===== config.mk =====
export PLATFORM = sky130hd
export DESIGN_NAME = pll_serial_control_latch_flat
export DESIGN_NICKNAME = d
export VERILOG_FILES = /design/src/pll_serial_control_pkg.sv /design/src/pll_serial_link_if.sv /design/src/pll_serial_control_latch.sv /design/src/flat_wrapper.sv
export VERILOG_INCLUDE_DIRS = /design/src
export SDC_FILE = /design/constraint.sdc
export NUM_CORES = 1
export LEC_CHECK = 0
export ABC_AREA = 1
export BUFFER_PORTS_ARGS = -buffer_cell sky130_fd_sc_hd__buf_2
export CORE_UTILIZATION = 40
export DETAILED_ROUTE_END_ITERATION = 12
export PLACE_DENSITY = 0.66
export SYNTH_ARGS = -nofsm -noshare
export SYNTH_HDL_FRONTEND = slang
export SYNTH_SLANG_ARGS = --single-unit

===== constraint.sdc =====
create_clock -name clock_i -period 1.8 [get_ports clock_i]
set_clock_uncertainty 0.15 [all_clocks]
set_input_delay 0.36 -clock clock_i [delete_from_list [all_inputs] [get_ports clock_i]]
set_output_delay 0.36 -clock clock_i [all_outputs]
set_load 0.005 [all_outputs]

===== src/pll_serial_control_map.svh =====
// Purpose: offsets, field positions and timing counts of the serial control latches
// Assumes: shift register is 19 bits, filled from the top, least significant bit first
// Notes: positions are bit indices into the shift register after a complete word
`ifndef PLL_SERIAL_CONTROL_MAP_SVH
`define PLL_SERIAL_CONTROL_MAP_SVH

// ==========================================
// shift register layout
`define SR_W 19
`define GC_HI_BIT 18
`define GC_LO_BIT 17
`define SHORT_WORD_BITS 14
`define LONG_WORD_BITS 19

// ==========================================
// control word bits after a 14-bit word
`define CTL_DIAG 5
`define CTL_POL 6
`define CTL_CUR1_A 7
`define CTL_CUR1_B 8
`define CTL_SLEEP1 9
`define CTL_CUR2_A 10
`define CTL_CUR2_B 11
`define CTL_SLEEP2 12
`define CTL_SLEEPR 13
`define CTL_SEL_A 14
`define CTL_SEL_B 15
`define CTL_FILT 16

// ==========================================
// divider latch fields
`define REF_LSB 5
`define REF_W 12
`define SWAL_LSB 0
`define SWAL_W 5
`define MAIN_LSB 5
`define MAIN_W 12

// ==========================================
// charge pump currents in microamps
`define PUMP_UA_00 11'd1600
`define PUMP_UA_01 11'd200
`define PUMP_UA_10 11'd400
`define PUMP_UA_11 11'd800

// ==========================================
// lock detector and link timing
`define LOCK_WIN_PERIODS 2
`define LOCK_STREAK 3'd4
`define CLK_PERIOD_NS 40
`define LINK_PERIOD_NS 320
`define HALF_TICKS ((`LINK_PERIOD_NS / 2) / `CLK_PERIOD_NS)
`define HALF_LOAD 4'((`HALF_TICKS) - 1)
`define LATCH_LOAD 4'((2 * `HALF_TICKS) - 1)

`endif


===== src/pll_serial_control_pkg.sv =====
// Purpose: shared types of the serial control link
// Assumes: nothing beyond the map header
// Notes: group codes follow the order high bit then low bit
package pll_serial_control_pkg;
	typedef enum logic [1:0] {
		GRP_CONTROL = 2'h0,
		GRP_CHAN_ONE = 2'h1,
		GRP_CHAN_TWO = 2'h2,
		GRP_REFERENCE = 2'h3
	} group_t;

	typedef struct packed {
		logic diag_mode;
		logic pump_polarity;
		logic [1:0] chan_one_current;
		logic chan_one_sleep;
		logic [1:0] chan_two_current;
		logic chan_two_sleep;
		logic ref_divider_sleep;
		logic lock_out_sel_a;
		logic lock_out_sel_b;
		logic filter_time_constant_sel;
	} control_word_t;

	typedef enum logic [2:0] {
		H_IDLE = 3'h0,
		H_SET = 3'h1,
		H_RISE = 3'h2,
		H_LATCH = 3'h3,
		H_GAP = 3'h4
	} host_state_t;
endpackage


===== src/pll_serial_link_if.sv =====
// Purpose: three-wire serial link plus the two open-drain pins
// Assumes: open-drain pins pulled up outside the parts
// Notes: a pin reads low while its enable is high
`timescale 1ns/10ps
`default_nettype none
interface pll_serial_link_if;
	logic sck;
	logic sdata;
	logic sen;
	logic lock_flag_oe;
	logic filter_switch_oe;
	wire logic lock_flag_level;
	wire logic filter_switch_level;

	assign lock_flag_level = ~lock_flag_oe;
	assign filter_switch_level = ~filter_switch_oe;

	modport host_end (
		output sck,
		output sdata,
		output sen,
		input lock_flag_level,
		input filter_switch_level
	);
	modport device_end (
		input sck,
		input sdata,
		input sen,
		output lock_flag_oe,
		output filter_switch_oe
	);
endinterface
`default_nettype wire

===== src/pll_serial_control_latch.sv =====
// Purpose: device end, serial shift register, latches, lock detector and lock pin mux
// Assumes: divider and tap inputs are logic on clock_i; clock_i stands in for the crystal
// Notes: link pins pass three flops; a change counts once stages two and three agree
// Operation
// RULE1: words arrive least significant bit first
// RULE2: each rising serial clock shifts one bit
// RULE3: enable high latches the complete shifted word
// RULE4: final two bits pick the target latch
// RULE5: control word holds fourteen fixed-order bits
// RULE6: diag_mode one selects test mode
// RULE7: pump_polarity one reverses charge pump
// RULE8: current pair selects 1600/200/400/800 uA
// RULE9: both awake: selector picks lock pin source
// RULE10: sleeping channel reads as locked in selection
// RULE11: test mode puts internal taps on pin; code does so only while exactly one channel sleeps, pin low otherwise
// RULE12: lock pin low on error, high locked
// RULE13: lock after four aligned reference cycles
// RULE14: reference sleeps only when both channels sleep
// RULE15: host loads reference before channel latches
// RULE16: host loads control before channel latches
// RULE17: host holds pins low without supply
// RULE18: reference latch keeps twelve-bit divide value
// RULE19: channel latch keeps swallow and main counts
// RULE20: filter bit drives open-drain filter switch
// RULE21: only the addressed latch is updated
`include "pll_serial_control_map.svh"
`timescale 1ns/10ps
`default_nettype none
module pll_serial_control_latch (
	input wire logic clock_i,
	input wire logic rst_i,
	pll_serial_link_if.device_end link,
	input wire logic ref_pulse_i,
	input wire logic [1:0] chan_pulse_i,
	input wire logic ref_freq_i,
	input wire logic chan_one_modulus_tap_i,
	input wire logic chan_two_modulus_tap_i,
	input wire logic chan_one_divided_freq_i,
	input wire logic chan_two_divided_freq_i,
	input wire logic quarter_rate_tap_i,
	input wire logic half_osc_i,
	output var pll_serial_control_pkg::control_word_t control_word_o,
	output logic test_mode_o,
	output logic pump_reversed_o,
	output logic [10:0] chan_one_pump_ua_o,
	output logic [10:0] chan_two_pump_ua_o,
	output logic chan_one_power_o,
	output logic chan_two_power_o,
	output logic ref_power_o,
	output logic [11:0] ref_divide_o,
	output logic [12:0] ref_ratio_o,
	output logic [4:0] chan_one_swallow_o,
	output logic [11:0] chan_one_main_o,
	output logic [4:0] chan_two_swallow_o,
	output logic [11:0] chan_two_main_o,
	output logic [1:0] chan_locked_o
);
	import pll_serial_control_pkg::*;

	typedef struct packed {
		logic [2:0] sck_s;
		logic [2:0] sdat_s;
		logic [2:0] sen_s;
		logic sck_f;
		logic sen_f;
		logic [`SR_W-1:0] shift;
		control_word_t ctrl;
		logic [`REF_W-1:0] ref_div;
		logic [1:0][`SWAL_W-1:0] swallow;
		logic [1:0][`MAIN_W-1:0] main;
		logic ref_d;
		logic [1:0] ch_d1;
		logic [1:0] ch_d2;
		logic [1:0][2:0] streak;
		logic lock_pin;
	} dev_state_t;

	dev_state_t q, d;
	logic sck_rise;
	logic sen_rise;
	logic [1:0] sleep;
	logic [1:0] lk;
	logic [1:0] sel;
	logic win_hit;

	function automatic logic [10:0] pump_ua(input logic [1:0] code);
		case (code)
			2'h0: pump_ua = `PUMP_UA_00;
			2'h1: pump_ua = `PUMP_UA_01;
			2'h2: pump_ua = `PUMP_UA_10;
			default: pump_ua = `PUMP_UA_11;
		endcase
	endfunction

	// ==========================================
	// next state
	always_comb begin
		d = q;
		sck_rise = 1'b0;
		sen_rise = 1'b0;
		win_hit = 1'b0;
		d.sck_s = {q.sck_s[1:0], link.sck};
		d.sdat_s = {q.sdat_s[1:0], link.sdata};
		d.sen_s = {q.sen_s[1:0], link.sen};
		if (q.sck_s[1] == q.sck_s[2]) begin
			d.sck_f = q.sck_s[2];
		end
		if (q.sen_s[1] == q.sen_s[2]) begin
			d.sen_f = q.sen_s[2];
		end
		sck_rise = d.sck_f & ~q.sck_f;
		sen_rise = d.sen_f & ~q.sen_f;
		if (sck_rise) begin
			d.shift = {q.sdat_s[2], q.shift[`SR_W-1:1]}; // [RULE1] [RULE2]
		end
		if (sen_rise) begin
			unique case (group_t'({q.shift[`GC_HI_BIT], q.shift[`GC_LO_BIT]})) // [RULE3] [RULE4] [RULE21]
				GRP_CONTROL: begin
					d.ctrl.diag_mode = q.shift[`CTL_DIAG]; // [RULE5]
					d.ctrl.pump_polarity = q.shift[`CTL_POL];
					d.ctrl.chan_one_current = {q.shift[`CTL_CUR1_A], q.shift[`CTL_CUR1_B]};
					d.ctrl.chan_one_sleep = q.shift[`CTL_SLEEP1];
					d.ctrl.chan_two_current = {q.shift[`CTL_CUR2_A], q.shift[`CTL_CUR2_B]};
					d.ctrl.chan_two_sleep = q.shift[`CTL_SLEEP2];
					d.ctrl.ref_divider_sleep = q.shift[`CTL_SLEEPR];
					d.ctrl.lock_out_sel_a = q.shift[`CTL_SEL_A];
					d.ctrl.lock_out_sel_b = q.shift[`CTL_SEL_B];
					d.ctrl.filter_time_constant_sel = q.shift[`CTL_FILT];
				end
				GRP_CHAN_ONE: begin
					d.swallow[0] = q.shift[`SWAL_LSB +: `SWAL_W]; // [RULE19]
					d.main[0] = q.shift[`MAIN_LSB +: `MAIN_W];
				end
				GRP_CHAN_TWO: begin
					d.swallow[1] = q.shift[`SWAL_LSB +: `SWAL_W]; // [RULE19]
					d.main[1] = q.shift[`MAIN_LSB +: `MAIN_W];
				end
				GRP_REFERENCE: begin
					d.ref_div = q.shift[`REF_LSB +: `REF_W]; // [RULE18]
				end
			endcase
		end
		// lock detector: channel edge within one clock either side of the reference
		sleep = {q.ctrl.chan_two_sleep, q.ctrl.chan_one_sleep};
		d.ref_d = ref_pulse_i;
		d.ch_d1 = chan_pulse_i;
		d.ch_d2 = q.ch_d1;
		for (int c = 0; c < 2; c++) begin
			win_hit = q.ch_d2[c] | q.ch_d1[c] | chan_pulse_i[c];
			if (sleep[c]) begin
				d.streak[c] = 3'h0;
			end else if (q.ref_d) begin
				if (!win_hit) begin
					d.streak[c] = 3'h0; // [RULE13]
				end else if (q.streak[c] != `LOCK_STREAK) begin
					d.streak[c] = 3'(q.streak[c] + 3'h1); // [RULE13]
				end
			end
			lk[c] = (q.streak[c] == `LOCK_STREAK) | sleep[c]; // [RULE12]
		end
		sel = {q.ctrl.lock_out_sel_a, q.ctrl.lock_out_sel_b};
		d.lock_pin = 1'b0;
		if (!q.ctrl.diag_mode) begin
			unique case (sel) // [RULE6] [RULE9] [RULE10]
				2'h0: d.lock_pin = 1'b0;
				2'h1: d.lock_pin = lk[1];
				2'h2: d.lock_pin = lk[0];
				2'h3: d.lock_pin = lk[0] & lk[1];
			endcase
		end else if (sleep == 2'h1) begin
			unique case (sel) // [RULE11]
				2'h0: d.lock_pin = 1'b0;
				2'h1: d.lock_pin = chan_two_modulus_tap_i;
				2'h2: d.lock_pin = chan_two_divided_freq_i;
				2'h3: d.lock_pin = ref_freq_i;
			endcase
		end else if (sleep == 2'h2) begin
			unique case (sel) // [RULE11]
				2'h0: d.lock_pin = quarter_rate_tap_i;
				2'h1: d.lock_pin = chan_one_modulus_tap_i;
				2'h2: d.lock_pin = chan_one_divided_freq_i;
				2'h3: d.lock_pin = half_osc_i;
			endcase
		end
	end

	// ==========================================
	// state register
	always_ff @(posedge clock_i) begin
		if (rst_i) begin
			q <= '0;
		end else begin
			q <= d;
		end
	end

	// ==========================================
	// outputs
	assign control_word_o = q.ctrl;
	assign test_mode_o = q.ctrl.diag_mode; // [RULE6]
	assign pump_reversed_o = q.ctrl.pump_polarity; // [RULE7]
	assign chan_one_pump_ua_o = pump_ua(q.ctrl.chan_one_current); // [RULE8]
	assign chan_two_pump_ua_o = pump_ua(q.ctrl.chan_two_current); // [RULE8]
	assign chan_one_power_o = ~q.ctrl.chan_one_sleep; // [RULE14]
	assign chan_two_power_o = ~q.ctrl.chan_two_sleep;
	assign ref_power_o = ~(q.ctrl.chan_one_sleep & q.ctrl.chan_two_sleep
		& q.ctrl.ref_divider_sleep); // [RULE14]
	assign ref_divide_o = q.ref_div;
	assign ref_ratio_o = {q.ref_div, 1'b0}; // [RULE18]
	assign chan_one_swallow_o = q.swallow[0];
	assign chan_one_main_o = q.main[0];
	assign chan_two_swallow_o = q.swallow[1];
	assign chan_two_main_o = q.main[1];
	assign chan_locked_o = {q.streak[1] == `LOCK_STREAK, q.streak[0] == `LOCK_STREAK};
	assign link.lock_flag_oe = ~q.lock_pin; // [RULE12]
	assign link.filter_switch_oe = q.ctrl.filter_time_constant_sel; // [RULE20]
endmodule
`default_nettype wire


===== src/flat_wrapper.sv =====
// flat-port wrapper written by rule: the top's interface ports become plain ports
module pll_serial_control_latch_flat import pll_serial_control_pkg::*;
  (clock_i, rst_i, ref_pulse_i, chan_pulse_i, ref_freq_i, chan_one_modulus_tap_i, chan_two_modulus_tap_i, chan_one_divided_freq_i, chan_two_divided_freq_i, quarter_rate_tap_i, half_osc_i, control_word_o, test_mode_o, pump_reversed_o, chan_one_pump_ua_o, chan_two_pump_ua_o, chan_one_power_o, chan_two_power_o, ref_power_o, ref_divide_o, ref_ratio_o, chan_one_swallow_o, chan_one_main_o, chan_two_swallow_o, chan_two_main_o, chan_locked_o, link_sck, link_sdata, link_sen, link_lock_flag_oe, link_filter_switch_oe);
  pll_serial_link_if link_i ();
  input wire logic clock_i;
  input wire logic rst_i;
  input wire logic ref_pulse_i;
  input wire logic [1:0] chan_pulse_i;
  input wire logic ref_freq_i;
  input wire logic chan_one_modulus_tap_i;
  input wire logic chan_two_modulus_tap_i;
  input wire logic chan_one_divided_freq_i;
  input wire logic chan_two_divided_freq_i;
  input wire logic quarter_rate_tap_i;
  input wire logic half_osc_i;
  output var pll_serial_control_pkg::control_word_t control_word_o;
  output logic test_mode_o;
  output logic pump_reversed_o;
  output logic [10:0] chan_one_pump_ua_o;
  output logic [10:0] chan_two_pump_ua_o;
  output logic chan_one_power_o;
  output logic chan_two_power_o;
  output logic ref_power_o;
  output logic [11:0] ref_divide_o;
  output logic [12:0] ref_ratio_o;
  output logic [4:0] chan_one_swallow_o;
  output logic [11:0] chan_one_main_o;
  output logic [4:0] chan_two_swallow_o;
  output logic [11:0] chan_two_main_o;
  output logic [1:0] chan_locked_o;
  input wire logic [$bits(link_i.sck)-1:0] link_sck;
  input wire logic [$bits(link_i.sdata)-1:0] link_sdata;
  input wire logic [$bits(link_i.sen)-1:0] link_sen;
  output wire logic [$bits(link_i.lock_flag_oe)-1:0] link_lock_flag_oe;
  output wire logic [$bits(link_i.filter_switch_oe)-1:0] link_filter_switch_oe;
  assign link_i.sck = link_sck;
  assign link_i.sdata = link_sdata;
  assign link_i.sen = link_sen;
  assign link_lock_flag_oe = link_i.lock_flag_oe;
  assign link_filter_switch_oe = link_i.filter_switch_oe;
  pll_serial_control_latch u_core (.clock_i(clock_i), .rst_i(rst_i), .link(link_i), .ref_pulse_i(ref_pulse_i), .chan_pulse_i(chan_pulse_i), .ref_freq_i(ref_freq_i), .chan_one_modulus_tap_i(chan_one_modulus_tap_i), .chan_two_modulus_tap_i(chan_two_modulus_tap_i), .chan_one_divided_freq_i(chan_one_divided_freq_i), .chan_two_divided_freq_i(chan_two_divided_freq_i), .quarter_rate_tap_i(quarter_rate_tap_i), .half_osc_i(half_osc_i), .control_word_o(control_word_o), .test_mode_o(test_mode_o), .pump_reversed_o(pump_reversed_o), .chan_one_pump_ua_o(chan_one_pump_ua_o), .chan_two_pump_ua_o(chan_two_pump_ua_o), .chan_one_power_o(chan_one_power_o), .chan_two_power_o(chan_two_power_o), .ref_power_o(ref_power_o), .ref_divide_o(ref_divide_o), .ref_ratio_o(ref_ratio_o), .chan_one_swallow_o(chan_one_swallow_o), .chan_one_main_o(chan_one_main_o), .chan_two_swallow_o(chan_two_swallow_o), .chan_two_main_o(chan_two_main_o), .chan_locked_o(chan_locked_o));
endmodule

==> impl_metrics.json <==
{
  "grt_setup_unrepaired": "yes",
  "first_global_vias": 3206,
  "yosys_warnings": 0,
  "grt_usage_pct": 16.9,
  "areaGrowthSynthToFinish_pct": 13.4,
  "htreeDepth": 3,
  "place_congestion": 0.775,
  "clkTransAtPathRegs_ns": 0.09,
  "port_buffers": 109,
  "wl_per_cell_um": 12.7,
  "whs_path_depth": 3,
  "grt_max_degree": 51,
  "seq_area_frac_synth_pct": 45.8,
  "cts_root_buf": "clkbuf_8",
  "cts_tree": "done",
  "grt_pass1_wl_um": 15300,
  "p_leak_uw": 0.00249,
  "fin_cells": 741,
  "antenna_cells": 0,
  "power_density_nw_per_um2": 831,
  "route.met3.wl_um": 389,
  "timing.fmax_ghz": 0.557,
  "nNetsFinal": 628,
  "dieArea_um2": 11400,
  "min_period_ns": 1.80,
  "cts_made_buffers": 9,
  "core-area_um2": 10500,
  "finalHoldViolations": 0,
  "clockBufferDepth": 2,
  "start_util_pct": 41.8,
  "drc": 0,
  "io_pins": 117,
  "dr.pass1.iters": 4,
  "core.rowCount": 37,
  "drive_gt1_share_pct": 28.8,
  "met2_length_um": 4530,
  "ff2ff_path_depth": 6,
  "overflow": 0,
  "syn_area_per_cell_um2": 7.84,
  "die_w_um": 107,
  "drtIter0Drc": 205,
  "ys_ff_latch": 100,
  "fin_tns_setup_ns": 0,
  "clock_latency_ns": 0.34,
  "cts.sinks": 100,
  "antenna_found_initial": 0,
  "met1_length_um": 4420,
  "place_inst": 720,
  "synth-edff-count": 0,
  "synth-async-reset-ratio_pct": 0,
  "die_height_um": 107,
  "dr.max_layer_used": "met4",
  "start_kind": "register",
  "synth_top_flop_cell": "dfxtp_1",
  "dp_hpwl_um": 6520,
  "synth_area_um2": 4370,
  "crit_arrival_ns": 1.29,
  "status": "complete, no violations",
  "maxCapViolCount": 0,
  "crit_type": "reg -> out",
  "utilization_pct": 47.4,
  "avgViaCountPerCell": 4.72,
  "min-delay-path-class": "in -> reg",
  "period_share_pct": 99.8,
  "antenna_left": 0,
  "ir_drop_v": 0.000429,
  "end_kind": "output pin",
  "finalWirelength_um": 9450,
  "cp.required_ns": 1.29,
  "cp_max_fo": 4,
  "setup-violations-final": 0,
  "slew_violations": 0,
  "syn_inst": 558,
  "num_vias": 3496,
  "synth.distinct_cells": 31
}
## worst max-delay path, cell delays in order (launching register included)
cell     delay [ns]
dfxtp_4        0.39
inv_4          0.05
ha_4           0.15
or2_4          0.24
buf_6          0.11
## cell usage in the layout, fill, tap and decap left out, drive strengths merged, types with 5 or more instances in the layout
cell and instances:
a21oi 20, buf 123, clkbuf 12, conb 7, dfxtp 100, ha 13
inv 44, nand2 15, nand3 14, nor2 151, nor3 5, o21ai 78
## metrics by stage
step	total power, uW	cell area (um^2)	worst slack [ns]	hold WS, ns
after floorplan	2410	4400	0.348	0.238
after global placement	2440	4520	0.251	0.249
after detailed placement	2450	4520	0.204	0.248
after CTS	4160	4890	-0.0140	0.0617
after global routing	4290	4960	-0.0416	0.0619
final	4120	4960	0.00429	0.0723
## state kept, by name, indices dropped and copies added (netlist names), 5 cells and up
register and count:
u_core.q 34, u_core.chan_one_main_o 12, u_core.chan_two_main_o 12, u_core.ref_divide_o 12, u_core.control_word_o 9, u_core.d 8
u_core.chan_one_swallow_o 5, u_core.chan_two_swallow_o 5
## cells in the mapped netlist, types with 3 or more instances
master / count / area, um^2
o21ai_1: 12 / 60.1
o21ai_0: 66 / 330
buf_2: 5 / 25.0
nor2_1: 151 / 567
xor2_1: 3 / 26.3
inv_2: 4 / 15.0
nand3_1: 13 / 65.1
or2_2: 3 / 18.8
ha_1: 13 / 163
nand2_1: 15 / 56.3
clkbuf_1: 14 / 52.6
a21oi_1: 20 / 100
inv_1: 42 / 158
dfxtp_1: 100 / 2000
buf_4: 78 / 586
## layout make-up
cell class              instances  area (um^2)
repair buffers                123          673
well taps                     136          170
clock buffers                  12          155
clock inverters                 4         95.1
repair inverters                1         5.00
flip-flops and latches        100         2020
fillers                      1024         5500
multi-input cells             318         1650
inverters                      47          193
## per-layer routing
metal	vias up	global-route usage (%)
met1	1634	21.6
met5	-	0
met4	0	6.07
met2	95	28.9
met3	10	2.43
li1	1757	-
## cells by family after synthesis
family	synth area share, %
and+or+nand+nor	18.2
xor gates and xnor gates	0.601
DFF	45.8
buffers and inverters	19.4
other	0.0857
adders and majority gates	3.72
AOI/OAI and AO/OA	12.3
## final timing paths
path	startpoint	end	slack [ns]
setup / recovery	u_core.control_word_o[9]	chan_one_pump_ua_o[6]	0.004
hold / removal	ref_pulse_i	u_core.q[11]	0.07
setup reg to reg	u_core.q[89]	u_core.pump_reversed_o	0.16
hold reg to reg	u_core.d[96]	u_core.q[96]	0.25
## what timing repair did
action                                  in CTS  in global routing
cloned                                       0                  1
endpoints found under the setup margin       7                  9
hold buffers                                 0                  0
pin swaps                                    4                  4
resized for setup                           31                 15
setup buffers                                3                  1
## power breakdown
| group | leakage [uW] | internal (uW) | total, uW | switching, uW |
|---|---|---|---|---|
| sequential | 0.000813 | 2230 | 2250 | 21.4 |
| combinational | 0.00155 | 58.0 | 147 | 89.2 |
| clock | 0.000127 | 999 | 1720 | 726 |
No activity file was read; power rests on OpenSTA's default activity.
